## src/hw/vpw_cfg_defines.svh

```systemverilog
`ifndef VPW_CFG_DEFINES_SVH
`define VPW_CFG_DEFINES_SVH

// register indices; byte address is four times the index
`define IDX_PRESCALE_SELECT 8'hf4
`define IDX_BLOCK_CONTROL 8'hf5
`define IDX_NODE_PHYSICAL_ADDRESS 8'hf6
`define ADDR_W 12

`define RST_PRESCALE_SELECT 8'h00
`define RST_BLOCK_CONTROL 8'h40
`define RST_NODE_PHYSICAL_ADDRESS 8'h00

// prescale_select fields
`define PS_QUAD_BIT 7
`define PS_DIV_HI 5
`define PS_DIV_LO 0
`define PS_WRITE_MASK 8'hbf

// block_control fields
`define CTL_ENABLE_BIT 7
`define CTL_FREEZE_BIT 6
`define CTL_LENCHK_OFF_BIT 5
`define CTL_DELAY_HI 4
`define CTL_DELAY_LO 0

// timing, in microseconds of the prescaled tick
`define BRK_US 300
`define TTO_US 1000
`define QUAD_FACTOR 4
`define BRK_TICKS (`BRK_US)
`define BRK_TICKS_QUAD (`BRK_US * `QUAD_FACTOR)
`define TTO_TICKS (`TTO_US)
`define TTO_TICKS_QUAD (`TTO_US * `QUAD_FACTOR)
`define TICK_CNT_W 12

`define MAX_FRAME_BYTES 12
`define FRAME_CNT_W 5

`endif

```

## src/hw/vpw_cfg_pkg.sv

```systemverilog
package vpw_cfg_pkg;
	typedef enum logic [2:0] {
		TXS_IDLE = 3'b001,
		TXS_BREAK = 3'b010,
		TXS_TIMEOUT = 3'b100
	} tx_state_t;
endpackage

```

## src/hw/tick_if.sv

```systemverilog
`timescale 1ns/10ps
interface tick_if;
	logic us_tick;
	logic quad;
	logic restart;
	modport src (output us_tick, input quad, input restart);
	modport dst (input us_tick, input quad, input restart);
endinterface

```

## src/hw/vpw_bus_config_registers.sv

```systemverilog
// Contract
// RULE1: quad diag mode keeps break and tx timeout at nominal time
// RULE2: software loads an adjusted divider itself when entering quad mode
// RULE3: software changes divider and quad bit in one single write
// RULE4: divider field 5:0 set so clock equals 1MHz times field plus one
// RULE5: clock below 1MHz or not a multiple: software keeps block disabled
// RULE6: divider change may lose bus sync; change only while idle
// RULE7: control register reads back the last written value; code reads enable back as zero after a write that sets freeze or leaves freeze
// RULE8: enable low holds tx output passive and ignores rx input
// RULE9: clearing enable aborts every queued transmit request
// RULE10: enable cleared by reset, write of zero, and freeze becoming set
// RULE11: software clears freeze and sets enable in separate writes
// RULE12: freeze stops decoding; clearing restarts machines as after reset
// RULE13: freeze holds status, error, mask and priority bits at reset
// RULE14: length check on: over 12 bytes flags invalid frame, sleep until eof
// RULE15: length check off: no byte limit; cleared by reset
// RULE16: five-bit loop delay field selects delay in whole microseconds
// RULE17: physical address supplies the type 1 and 2 response byte
// RULE18: clock divided by field plus one gives the microsecond tick
`timescale 1ns/10ps
`include "vpw_cfg_defines.svh"
module vpw_bus_config_registers (
	input wire logic clk,
	input wire logic srst,
	input wire logic psel,
	input wire logic penable,
	input wire logic pwrite,
	input wire logic [`ADDR_W-1:0] paddr,
	input wire logic [31:0] pwdata,
	output logic [31:0] prdata,
	output logic pready,
	output logic pslverr,
	input wire logic bus_rx_in,
	output logic bus_tx_out,
	input wire logic engine_tx_level,
	input wire logic break_req,
	input wire logic rx_sof,
	input wire logic rx_bit,
	input wire logic rx_byte_done,
	input wire logic rx_eof_min,
	output logic rx_filtered,
	output logic us_tick,
	output logic engine_reset,
	output logic status_hold,
	output logic queue_abort,
	output logic invalid_frame_flag,
	output logic rx_sleep,
	output logic tx_timeout,
	output logic break_active,
	output logic [4:0] loop_delay_sel,
	output logic [7:0] ifr_address_byte,
	output logic quad_speed_diag
);
	localparam logic [`ADDR_W-1:0] A_PS = `ADDR_W'({`IDX_PRESCALE_SELECT, 2'b00});
	localparam logic [`ADDR_W-1:0] A_CTL = `ADDR_W'({`IDX_BLOCK_CONTROL, 2'b00});
	localparam logic [`ADDR_W-1:0] A_PA = `ADDR_W'({`IDX_NODE_PHYSICAL_ADDRESS, 2'b00});

	logic [7:0] prescale_select_ff;
	logic [7:0] nxt_prescale_select;
	logic [7:0] block_control_ff;
	logic [7:0] nxt_block_control;
	logic [7:0] node_physical_address_ff;
	logic [7:0] nxt_node_physical_address;
	logic [31:0] prdata_ff;
	logic [31:0] nxt_prdata;
	logic pslverr_ff;
	logic nxt_pslverr;
	logic access;
	logic wr;
	logic hit_ps;
	logic hit_ctl;
	logic hit_pa;
	logic [7:0] wbyte;

	logic block_enable;
	logic clock_freeze;
	logic length_check_off;
	logic running;

	logic rx_meta_ff;
	logic rx_sync_ff;

	vpw_cfg_pkg::tx_state_t tx_state_ff;
	vpw_cfg_pkg::tx_state_t nxt_tx_state;
	logic [`TICK_CNT_W-1:0] brk_cnt_ff;
	logic [`TICK_CNT_W-1:0] nxt_brk_cnt;
	logic [`TICK_CNT_W-1:0] brk_limit;
	logic tto_trip;

	logic [`FRAME_CNT_W-1:0] frame_cnt_ff;
	logic [`FRAME_CNT_W-1:0] nxt_frame_cnt;
	logic ifd_ff;
	logic nxt_ifd;
	logic queue_abort_ff;
	logic nxt_queue_abort;

	tick_if tk ();

	// bus decode: zero-wait slave
	assign access = psel & penable;
	assign wr = access & pwrite;
	assign wbyte = pwdata[7:0];
	always_comb begin
		hit_ps = 1'b0;
		hit_ctl = 1'b0;
		hit_pa = 1'b0;
		if (paddr == A_PS) begin
			hit_ps = 1'b1;
		end else if (paddr == A_CTL) begin
			hit_ctl = 1'b1;
		end else if (paddr == A_PA) begin
			hit_pa = 1'b1;
		end
	end

	always_comb begin
		nxt_prescale_select = prescale_select_ff;
		nxt_block_control = block_control_ff;
		nxt_node_physical_address = node_physical_address_ff;
		if (wr && hit_ps) begin
			// divider and quad bit land together in one write [RULE3]
			nxt_prescale_select = wbyte & `PS_WRITE_MASK;
		end
		if (wr && hit_ctl) begin
			nxt_block_control = wbyte; // [RULE7] [RULE10]
			if (wbyte[`CTL_FREEZE_BIT]) begin
				// freeze forces enable low [RULE10]
				nxt_block_control[`CTL_ENABLE_BIT] = 1'b0;
			end else if (clock_freeze) begin
				// leaving freeze: enable needs a later write [RULE11]
				nxt_block_control[`CTL_ENABLE_BIT] = 1'b0;
			end
		end
		if (wr && hit_pa) begin
			nxt_node_physical_address = wbyte; // [RULE17]
		end
	end

	always_comb begin
		nxt_prdata = 32'h0000_0000;
		nxt_pslverr = 1'b0;
		if (psel && !penable) begin
			if (hit_ps) begin
				nxt_prdata = {24'h00_0000, prescale_select_ff};
			end else if (hit_ctl) begin
				nxt_prdata = {24'h00_0000, block_control_ff}; // [RULE7]
			end else if (hit_pa) begin
				nxt_prdata = {24'h00_0000, node_physical_address_ff};
			end else begin
				nxt_pslverr = 1'b1;
			end
		end else if (access) begin
			nxt_prdata = prdata_ff;
			nxt_pslverr = pslverr_ff;
		end
	end

	always_ff @(posedge clk) begin
		if (srst) begin
			prescale_select_ff <= `RST_PRESCALE_SELECT;
			block_control_ff <= `RST_BLOCK_CONTROL; // [RULE10] [RULE12] [RULE15]
			node_physical_address_ff <= `RST_NODE_PHYSICAL_ADDRESS;
			prdata_ff <= 32'h0000_0000;
			pslverr_ff <= 1'b0;
		end else begin
			prescale_select_ff <= nxt_prescale_select;
			block_control_ff <= nxt_block_control;
			node_physical_address_ff <= nxt_node_physical_address;
			prdata_ff <= nxt_prdata;
			pslverr_ff <= nxt_pslverr;
		end
	end

	assign prdata = prdata_ff;
	assign pready = 1'b1;
	assign pslverr = access & pslverr_ff;

	assign block_enable = block_control_ff[`CTL_ENABLE_BIT];
	assign clock_freeze = block_control_ff[`CTL_FREEZE_BIT];
	assign length_check_off = block_control_ff[`CTL_LENCHK_OFF_BIT];
	assign running = block_enable & ~clock_freeze;
	assign quad_speed_diag = prescale_select_ff[`PS_QUAD_BIT];
	assign loop_delay_sel = block_control_ff[`CTL_DELAY_HI:`CTL_DELAY_LO]; // [RULE16]
	assign ifr_address_byte = node_physical_address_ff; // [RULE17]
	assign engine_reset = srst | clock_freeze; // [RULE12]
	assign status_hold = clock_freeze; // [RULE13]

	// a divider write restarts the tick so a bad phase is not kept [RULE6]
	assign tk.quad = quad_speed_diag;
	assign tk.restart = (wr & hit_ps) | clock_freeze;
	assign us_tick = tk.us_tick;

	us_prescaler u_prescaler (
		.clk(clk),
		.srst(srst),
		.div_sel(prescale_select_ff[`PS_DIV_HI:`PS_DIV_LO]), // [RULE18] [RULE4]
		.tk(tk)
	);

	tx_timeout_guard u_tto (
		.clk(clk),
		.srst(srst | ~running),
		.active(bus_tx_out),
		.tk(tk),
		.tripped(tto_trip)
	);

	// receive pin crosses into clk domain
	always_ff @(posedge clk) begin
		if (srst) begin
			rx_meta_ff <= 1'b0;
			rx_sync_ff <= 1'b0;
		end else begin
			rx_meta_ff <= bus_rx_in;
			rx_sync_ff <= rx_meta_ff;
		end
	end
	assign rx_filtered = running & rx_sync_ff; // [RULE8] [RULE12]

	// break and timeout machine
	always_comb begin
		brk_limit = quad_speed_diag ? `TICK_CNT_W'(`BRK_TICKS_QUAD) : `TICK_CNT_W'(`BRK_TICKS);
		nxt_tx_state = tx_state_ff;
		nxt_brk_cnt = brk_cnt_ff;
		if (!running) begin
			nxt_tx_state = vpw_cfg_pkg::TXS_IDLE; // [RULE8] [RULE12]
			nxt_brk_cnt = '0;
		end else begin
			case (tx_state_ff)
			vpw_cfg_pkg::TXS_IDLE: begin
				nxt_brk_cnt = '0;
				if (tto_trip) begin
					nxt_tx_state = vpw_cfg_pkg::TXS_TIMEOUT;
				end else if (break_req) begin
					nxt_tx_state = vpw_cfg_pkg::TXS_BREAK;
				end
			end
			vpw_cfg_pkg::TXS_BREAK: begin
				if (tto_trip) begin
					nxt_tx_state = vpw_cfg_pkg::TXS_TIMEOUT;
				end else if (brk_cnt_ff >= brk_limit) begin
					// nominal break length kept in quad mode [RULE1]
					nxt_tx_state = vpw_cfg_pkg::TXS_IDLE;
				end else if (tk.us_tick) begin
					nxt_brk_cnt = brk_cnt_ff + `TICK_CNT_W'(1);
				end
			end
			vpw_cfg_pkg::TXS_TIMEOUT: begin
				// stays until enable is cleared [RULE1]
				nxt_tx_state = vpw_cfg_pkg::TXS_TIMEOUT;
			end
			default: begin
				nxt_tx_state = vpw_cfg_pkg::TXS_IDLE;
			end
			endcase
		end
	end

	always_ff @(posedge clk) begin
		if (srst) begin
			tx_state_ff <= vpw_cfg_pkg::TXS_IDLE;
			brk_cnt_ff <= '0;
		end else begin
			tx_state_ff <= nxt_tx_state;
			brk_cnt_ff <= nxt_brk_cnt;
		end
	end

	assign break_active = (tx_state_ff == vpw_cfg_pkg::TXS_BREAK);
	assign tx_timeout = (tx_state_ff == vpw_cfg_pkg::TXS_TIMEOUT);
	// passive when disabled, frozen or timed out [RULE8]
	assign bus_tx_out = running & ~tx_timeout & (break_active | engine_tx_level);

	// frame length check and queue abort
	always_comb begin
		nxt_frame_cnt = frame_cnt_ff;
		nxt_ifd = ifd_ff;
		// falling enable aborts queued requests [RULE9]
		nxt_queue_abort = block_enable & ~nxt_block_control[`CTL_ENABLE_BIT];
		if (!running) begin
			nxt_frame_cnt = '0;
			nxt_ifd = 1'b0;
		end else begin
			if (rx_eof_min) begin
				nxt_ifd = 1'b0;
				nxt_frame_cnt = '0;
			end
			if (rx_sof) begin
				nxt_frame_cnt = '0;
			end else if (rx_byte_done && frame_cnt_ff < `FRAME_CNT_W'(`MAX_FRAME_BYTES)) begin
				nxt_frame_cnt = frame_cnt_ff + `FRAME_CNT_W'(1);
			end
			// a bit past byte twelve marks the frame invalid; set beats clear [RULE14]
			if (!length_check_off && rx_bit && !rx_sof &&
				frame_cnt_ff == `FRAME_CNT_W'(`MAX_FRAME_BYTES)) begin // [RULE15]
				nxt_ifd = 1'b1;
			end
		end
	end

	always_ff @(posedge clk) begin
		if (srst) begin
			frame_cnt_ff <= '0;
			ifd_ff <= 1'b0;
			queue_abort_ff <= 1'b0;
		end else begin
			frame_cnt_ff <= nxt_frame_cnt;
			ifd_ff <= nxt_ifd;
			queue_abort_ff <= nxt_queue_abort;
		end
	end

	assign invalid_frame_flag = ifd_ff; // [RULE14]
	assign rx_sleep = ifd_ff; // [RULE14]
	assign queue_abort = queue_abort_ff | ~running; // [RULE9]
endmodule

```

## src/hw/us_prescaler.sv

```systemverilog
`timescale 1ns/10ps
`include "vpw_cfg_defines.svh"
module us_prescaler (
	input wire logic clk,
	input wire logic srst,
	input wire logic [5:0] div_sel,
	tick_if.src tk
);
	logic [5:0] cnt_ff;
	logic [5:0] nxt_cnt;
	logic tick_ff;
	logic nxt_tick;

	// divide by div_sel+1 for one tick per microsecond
	always_comb begin
		nxt_cnt = cnt_ff + 6'h01;
		nxt_tick = 1'b0;
		if (tk.restart) begin
			nxt_cnt = 6'h00;
		end else if (cnt_ff >= div_sel) begin
			nxt_cnt = 6'h00;
			nxt_tick = 1'b1;
		end
	end

	always_ff @(posedge clk) begin
		if (srst) begin
			cnt_ff <= 6'h00;
			tick_ff <= 1'b0;
		end else begin
			cnt_ff <= nxt_cnt;
			tick_ff <= nxt_tick;
		end
	end

	assign tk.us_tick = tick_ff;
endmodule

```

## src/hw/tx_timeout_guard.sv

```systemverilog
`timescale 1ns/10ps
`include "vpw_cfg_defines.svh"
module tx_timeout_guard (
	input wire logic clk,
	input wire logic srst,
	input wire logic active,
	tick_if.dst tk,
	output logic tripped
);
	logic [`TICK_CNT_W-1:0] cnt_ff;
	logic [`TICK_CNT_W-1:0] nxt_cnt;
	logic [`TICK_CNT_W-1:0] limit;

	// quad mode: count four times as many ticks; the tick rate stays set by the divider alone, which software adjusts
	always_comb begin
		limit = tk.quad ? `TICK_CNT_W'(`TTO_TICKS_QUAD) : `TICK_CNT_W'(`TTO_TICKS);
		nxt_cnt = cnt_ff;
		if (!active || tk.restart) begin
			nxt_cnt = '0;
		end else if (tk.us_tick && cnt_ff < limit) begin
			nxt_cnt = cnt_ff + `TICK_CNT_W'(1);
		end
	end

	always_ff @(posedge clk) begin
		if (srst) begin
			cnt_ff <= '0;
		end else begin
			cnt_ff <= nxt_cnt;
		end
	end

	assign tripped = (cnt_ff >= limit);
endmodule

```

## config.mk

```make
export PLATFORM = sky130hd
export DESIGN_NAME = vpw_bus_config_registers
export DESIGN_NICKNAME = d
export VERILOG_FILES = /design/src/hw/vpw_cfg_pkg.sv /design/src/hw/tick_if.sv /design/src/hw/vpw_bus_config_registers.sv /design/src/hw/us_prescaler.sv /design/src/hw/tx_timeout_guard.sv
export VERILOG_INCLUDE_DIRS = /design/src /design/src/hw
export SDC_FILE = /design/constraint.sdc
export NUM_CORES = 1
export LEC_CHECK = 0
export BUFFER_PORTS_ARGS = -buffer_cell sky130_fd_sc_hd__buf_2
export CAP_MARGIN = 40
export CELL_PAD_IN_SITES_DETAIL_PLACEMENT = 1
export CELL_PAD_IN_SITES_GLOBAL_PLACEMENT = 1
export CORE_MARGIN = 2
export CORE_UTILIZATION = 39
export CTS_BUF_LIST = sky130_fd_sc_hd__clkbuf_4 sky130_fd_sc_hd__clkbuf_8 sky130_fd_sc_hd__clkbuf_16
export CTS_CLUSTER_DIAMETER = 60
export DETAILED_ROUTE_END_ITERATION = 16
export PLACE_DENSITY_LB_ADDON = 0.25
export SYNTH_ARGS = -nofsm -noshare
export SYNTH_HDL_FRONTEND = slang
export SYNTH_SLANG_ARGS = --single-unit
```

## constraint.sdc

```tcl
create_clock -name clk -period 2.68 [get_ports clk]
set_input_delay 0.67 -clock clk [delete_from_list [all_inputs] [get_ports clk]]
set_output_delay 0.67 -clock clk [all_outputs]
set_load 0.03 [all_outputs]
```

==> results of run 1 <==
[worst max-delay path, cell delays in order (launching register included)]
cell and delay, ns:
dfxtp_1 0.32, inv_1 0.22, ha_1 0.30, a21oi_1 0.29, and3_1 0.28, nand4_1 0.10, buf_4 0.17, or4_1 0.47
a21oi_1 0.18
[power breakdown]
| part | switching, W | internal (W) |
|---|---|---|
| clock | 0.000417 | 0.000394 |
| combinational | 0.0000901 | 0.0000292 |
| sequential | 0.000000672 | 0.00112 |
| total | 0.000508 | 0.00154 |
[registers in the layout (all words and copies together), names as in the netlist]
register and cells:
tx_state_ff 3, brk_cnt_ff 12, block_control_ff 8, u_tto.cnt_ff 12, rx_meta_ff 1, queue_abort_ff 1, u_prescaler.cnt_ff 6, rx_sync_ff 1
frame_cnt_ff 5, u_prescaler.tk.us_tick 1, pslverr_ff 1, ifr_address_byte 8, invalid_frame_flag 1, prescale_select_ff 7, prdata 8
[cell usage after synthesis (2+ instances only)]
cell	number	share of area [%]
o31ai_1	8	1.5
nor3b_1	4	0.73
buf_2	2	0.24
nand3_1	17	2.1
nand4bb_1	2	0.55
or3_1	9	1.4
or4_1	13	2.4
xnor2_1	14	3.0
nor4_1	9	1.4
a211oi_1	2	0.36
a21oi_1	44	5.3
xor2_1	2	0.42
mux2i_1	25	6.1
o211ai_1	4	0.73
inv_1	25	2.3
nand4b_1	3	0.64
nor2_2	10	1.5
clkbuf_1	11	1.0
nand3b_1	2	0.36
nor3_1	14	1.7
buf_1	3	0.27
dfxtp_1	75	36
o21ai_0	7	0.85
buf_4	32	5.8
nor2_1	36	3.3
ha_1	23	7.0
and2_1	2	0.30
nand2b_1	8	1.2
nand2_1	36	3.3
and3_1	5	0.76
nor4b_1	4	0.85
nor2b_1	6	0.91
conb_1	2	0.18
and4_1	2	0.42
nand4_1	7	1.1
[final cells by class]
class | count | area, um2 | area share (%)
repair buffers | 77 | 418 | 8.95
clock buffers | 12 | 159 | 3.40
clock inverters | 4 | 25.0 | 0.536
flip-flops and latches | 75 | 1500 | 32.2
inverters | 25 | 93.8 | 2.01
multi-input cells | 356 | 2300 | 49.3
well taps | 136 | 170 | 3.65
[how the worst max path moves through the flow]
stage	cells after the start	endpoint	slack, ns	from
CTS	7	brk_cnt_ff[5]	0.12	prescale_select_ff[7]
detailed placement	7	u_tto.cnt_ff[0]	0.12	paddr[5]
finish	8	brk_cnt_ff[5]	0.29	prescale_select_ff[7]
global route	8	brk_cnt_ff[5]	0.12	prescale_select_ff[7]
global placement	8	ifr_address_byte[3]	0.16	paddr[5]
floorplan	8	brk_cnt_ff[9]	0.07	prescale_select_ff[7]
[through the flow]
step                      hold slack [ns]  area (um2)
after floorplan                     0.414        4210
after global placement              0.423        4470
after detailed placement            0.447        4470
after CTS                           0.461        4660
after global routing                0.483        4670
final                               0.458        4670
[kinds of logic (layout without fill, tap and decap cells)]
kind of cell / after synthesis / in the layout / synth area share (%)
other: 2 / 25 / 0.182
flip-flops: 75 / 75 / 36.4
multiplexers: 25 / 25 / 6.06
XOR/XNOR: 16 / 16 / 3.40
AO/OA/AOI/OAI: 71 / 71 / 9.94
buffers and inverters: 75 / 118 / 10.2
AND/OR/NAND/NOR: 196 / 196 / 26.8
adder cells (fa/ha/maj): 23 / 23 / 6.97
[routing by layer]
metal | vias to the layer above | GRT usage, % | wire (um)
met4 | 0 | 5.19 | 99
li1 | 1766 | - | -
met2 | 57 | 32.8 | 5200
met1 | 1724 | 22.8 | 4670
met3 | 8 | 3.59 | 323
met5 | - | 0 | 0
[timing repair]
action,4_1_cts,5_1_grt
setup buffers,0,1
endpoints found under the setup margin,0,1
resized for setup,0,1
hold buffers,0,0
==> impl_metrics.toml, run 1 <==
[status]
status = "complete, no violations"

[logic_synthesis]
yosysWarnings = 0
avgSynthCellArea_um2 = 8.55
synth.distinct_cells = 50
ys_seq_area_share_pct = 36.4
synthCells = 483
synth_edf_count = 0
synthArstFlopShare_pct = 0
synthesis.area_mm2 = 0.00413
ys_ff_latch = 75
synthFlopType = "dfxtp_1"

[floorplanning]
die_y_um = 107
ios = 114
initial_core_util_pct = 40.2
core-area_mm2 = 0.0103
num_rows = 37
die_w_um = 107
die_area_mm2 = 0.0114

[sta]
period_share_pct = 89.4
slew_violations = 0
hold_viol = 0
setup_violations = 0
rsz0062_at_grt = "false"
max_slew_margin_pct = 62.3
fin_worst_skew_ns = 0.00332
period_needed_ns = 2.39
fmax_mhz = 418
worstMarginPinSlew_ns = 0.565
setup_ws_ns = 0.285
tns_ns = 0

[critical_path]
r2r_cells = 8
worstPathRequired_ns = 2.95
worst-endpoint-arrival_ns = 2.67
r2r_start = "prescale_select_ff[7]"
crit_fanout = 8
r2r_end = "brk_cnt_ff[5]"
critPathKind = "reg -> reg"
end_kind = "flip-flop"
start_kind = "flip-flop"
r2r_slack_ns = 0.29

[power_and_ir_drop]
powerDensity_mw_per_mm2 = 438
leakagePower_nw = 1.73
total_power_w = 0.00205
peakVddDrop_mv = 0.207

[cts]
cts_root_buf = "clkbuf_8"
cts_tree = "done"
cts_sinks = 75
clock_latency_ns = 0.34
htreeDepth = 3
cts_buffers = 9
cts_max_path_buffers = 2
clkTransAtPathRegs_ns = 0.08

[route]
wl_um = 10300
wire_per_inst_um = 15.0
drtAntennaViolNets = 0
vias_per_cell = 5.19
post-route-drc-count = 0
drt_iter0_drc = 95
vias = 3555
dr.pass1.iters = 4

[hold_path]
min-delay-start = "prdata[7]"
min_path_type = "reg -> reg"
min_to = "prdata[7]"
min_path_cells = 2

[final_layout]
antenna_cells = 0
fin_nets = 623
drive_above_1_share_pct = 20.2
syn_to_final_growth_pct = 13.1
nFillCells = 1291
final_cell_mix = "75 x dfxtp_1, 64 x buf_2, 44 x a21oi_1"
fin_cells = 685
fin_util_pct = 45.4
final_common_cell = "dfxtp_1"

[placed_design]
dpl.cell_count = 668
dp_slack_ns = 0.116
dp_hpwl_um = 7880
gp_congestion = 0.822
port_buffers = 64

[global_route]
grt_pass1_vias = 3630
antenna_found_initial = 0
grt_use_total_pct = 18.5
grt_start_max_net_pins = 29
grt_pass1_wl_um = 17000
overflow = 0

[run]
drv_cap = 0
Note: power is estimated with default switching activity, not from simulation.
==> inputs of run 2 (changes only) <==
- RECOVER_POWER: unset -> 100
==> impl_metrics.toml, run 2 (synthesis gave the netlist of run 1 again) <==
[sta]
max_slew_margin_pct = 21.0
worstMarginPinSlew_ns = 1.18
slew_violations = 0
tns_ns = 0
hold_viol = 0
fin_worst_skew_ns = 0.00341
setup_violations = 0
period_share_pct = 91.9
period_needed_ns = 2.46
rsz0062_at_grt = "false"
fmax_mhz = 406

[placed_design]
dpl.cell_count = 668
dp_hpwl_um = 7880
port_buffers = 64
gp_congestion = 0.822

[power_and_ir_drop]
peakVddDrop_mv = 0.206
powerDensity_mw_per_mm2 = 445
leakagePower_nw = 1.58

[critical_path]
r2r_start = "prescale_select_ff[7]"
worstPathRequired_ns = 2.90
critPathKind = "in -> reg"
start_kind = "primary input"
endpoint = "u_tto.cnt_ff[0]"
end_kind = "flip-flop"
crit_fanout = 12
startpoint = "paddr[5]"
r2r_cells = 8
r2r_slack_ns = 0.29
r2r_end = "brk_cnt_ff[5]"
worst-endpoint-arrival_ns = 2.68

[route]
vias = 3547
post-route-drc-count = 0
wl_um = 10200
drt_iter0_drc = 90
wire_per_inst_um = 15.0
vias_per_cell = 5.18
dr.pass1.iters = 4
drtAntennaViolNets = 0

[floorplanning]
die_area_mm2 = 0.0114
ios = 114
die_y_um = 107
initial_core_util_pct = 40.2
num_rows = 37
die_w_um = 107
core-area_mm2 = 0.0103

[run]
drv_cap = 0

[cts]
cts_tree = "done"
cts_sinks = 75
cts_root_buf = "clkbuf_8"
clock_latency_ns = 0.34
clkTransAtPathRegs_ns = 0.08
htreeDepth = 3
cts_max_path_buffers = 2
ctsHoldBuffers = 0
cts_buffers = 9

[final_layout]
fin_cells = 685
syn_to_final_growth_pct = 11.1
fin_nets = 623
largestRegisters = "brk_cnt_ff: 12 flops, u_tto.cnt_ff: 12 flops"
drive_above_1_share_pct = 12.9
final_common_cell = "dfxtp_1"
antenna_cells = 0
final_cell_mix = "75 x dfxtp_1, 44 x a21oi_1, 38 x clkbuf_1"

[global_route]
antenna_found_initial = 0
grt_pass1_wl_um = 17000
grt_pass1_vias = 3630
overflow = 0
grt_use_total_pct = 18.5
grt_start_max_net_pins = 29

[hold_path]
min_path_type = "reg -> reg"

[status]
status = "complete, no violations"
-- run 2: worst max-delay path, cell delays in order --
cell	delay [ns]
buf_2	0.09
nand4b_1	0.15
or4_1	0.52
or4_1	0.48
clkbuf_1	0.25
nand3b_2	0.40
nor2_1	0.11
-- run 2: metal layers --
layer | up-vias | part of all wire [%] | GRT usage, %
li1 | 1761 | - | -
met1 | 1721 | 46 | 22.8
met2 | 59 | 51 | 32.8
met3 | 6 | 2.9 | 3.59
met4 | 0 | 0.82 | 5.19
met5 | - | 0 | 0
-- run 2: repair_timing --
action | CTS | global route
setup buffers | 0 | 1
gates resized for setup | 0 | 1
setup endpoints to repair | 0 | 1
-- run 2: through the flow --
step                total power [W]  hold slack, ns  cell area, um2  setup slack [ns]  utilization, %
floorplan                   0.00125           0.414            4210            0.0720               -
global placement            0.00126           0.423            4470             0.161            43.5
detailed placement          0.00126           0.447            4470             0.116            43.5
CTS                         0.00207           0.461            4660             0.122            45.3
global route                0.00214           0.483            4590            0.0996            44.6
finish                      0.00204           0.461            4590             0.216            44.6
-- run 2: worst min-delay path by stage --
stage          startpoint    endpoint  slack, ns  cells past startpoint
2_1_floorplan  rx_meta_ff  rx_sync_ff       0.41                      1
3_3_place_gp   rx_meta_ff  rx_sync_ff       0.42                      1
3_5_place_dp   rx_meta_ff  rx_sync_ff       0.45                      1
4_1_cts         prdata[7]   prdata[7]       0.46                      2
5_1_grt        rx_meta_ff  rx_sync_ff       0.48                      1
6_report        prdata[7]   prdata[7]       0.46                      2
-- run 2: report_power, final --
group          switching, W  internal, W  leakage [nW]
Combinational     0.0000902    0.0000278         0.879
Clock              0.000415     0.000394        0.0918
Sequential      0.000000680      0.00112         0.604
Total              0.000506      0.00154          1.58
-- run 2: cell type report --
class | count | area (um2)
Fill cell | 1309 | 5690
Timing Repair Buffer | 77 | 353
Clock inverter | 4 | 25.0
Sequential cell | 75 | 1500
Tap cell | 136 | 170
Clock buffer | 12 | 159
Inverter | 25 | 93.8
Multi-Input combinational cell | 356 | 2280
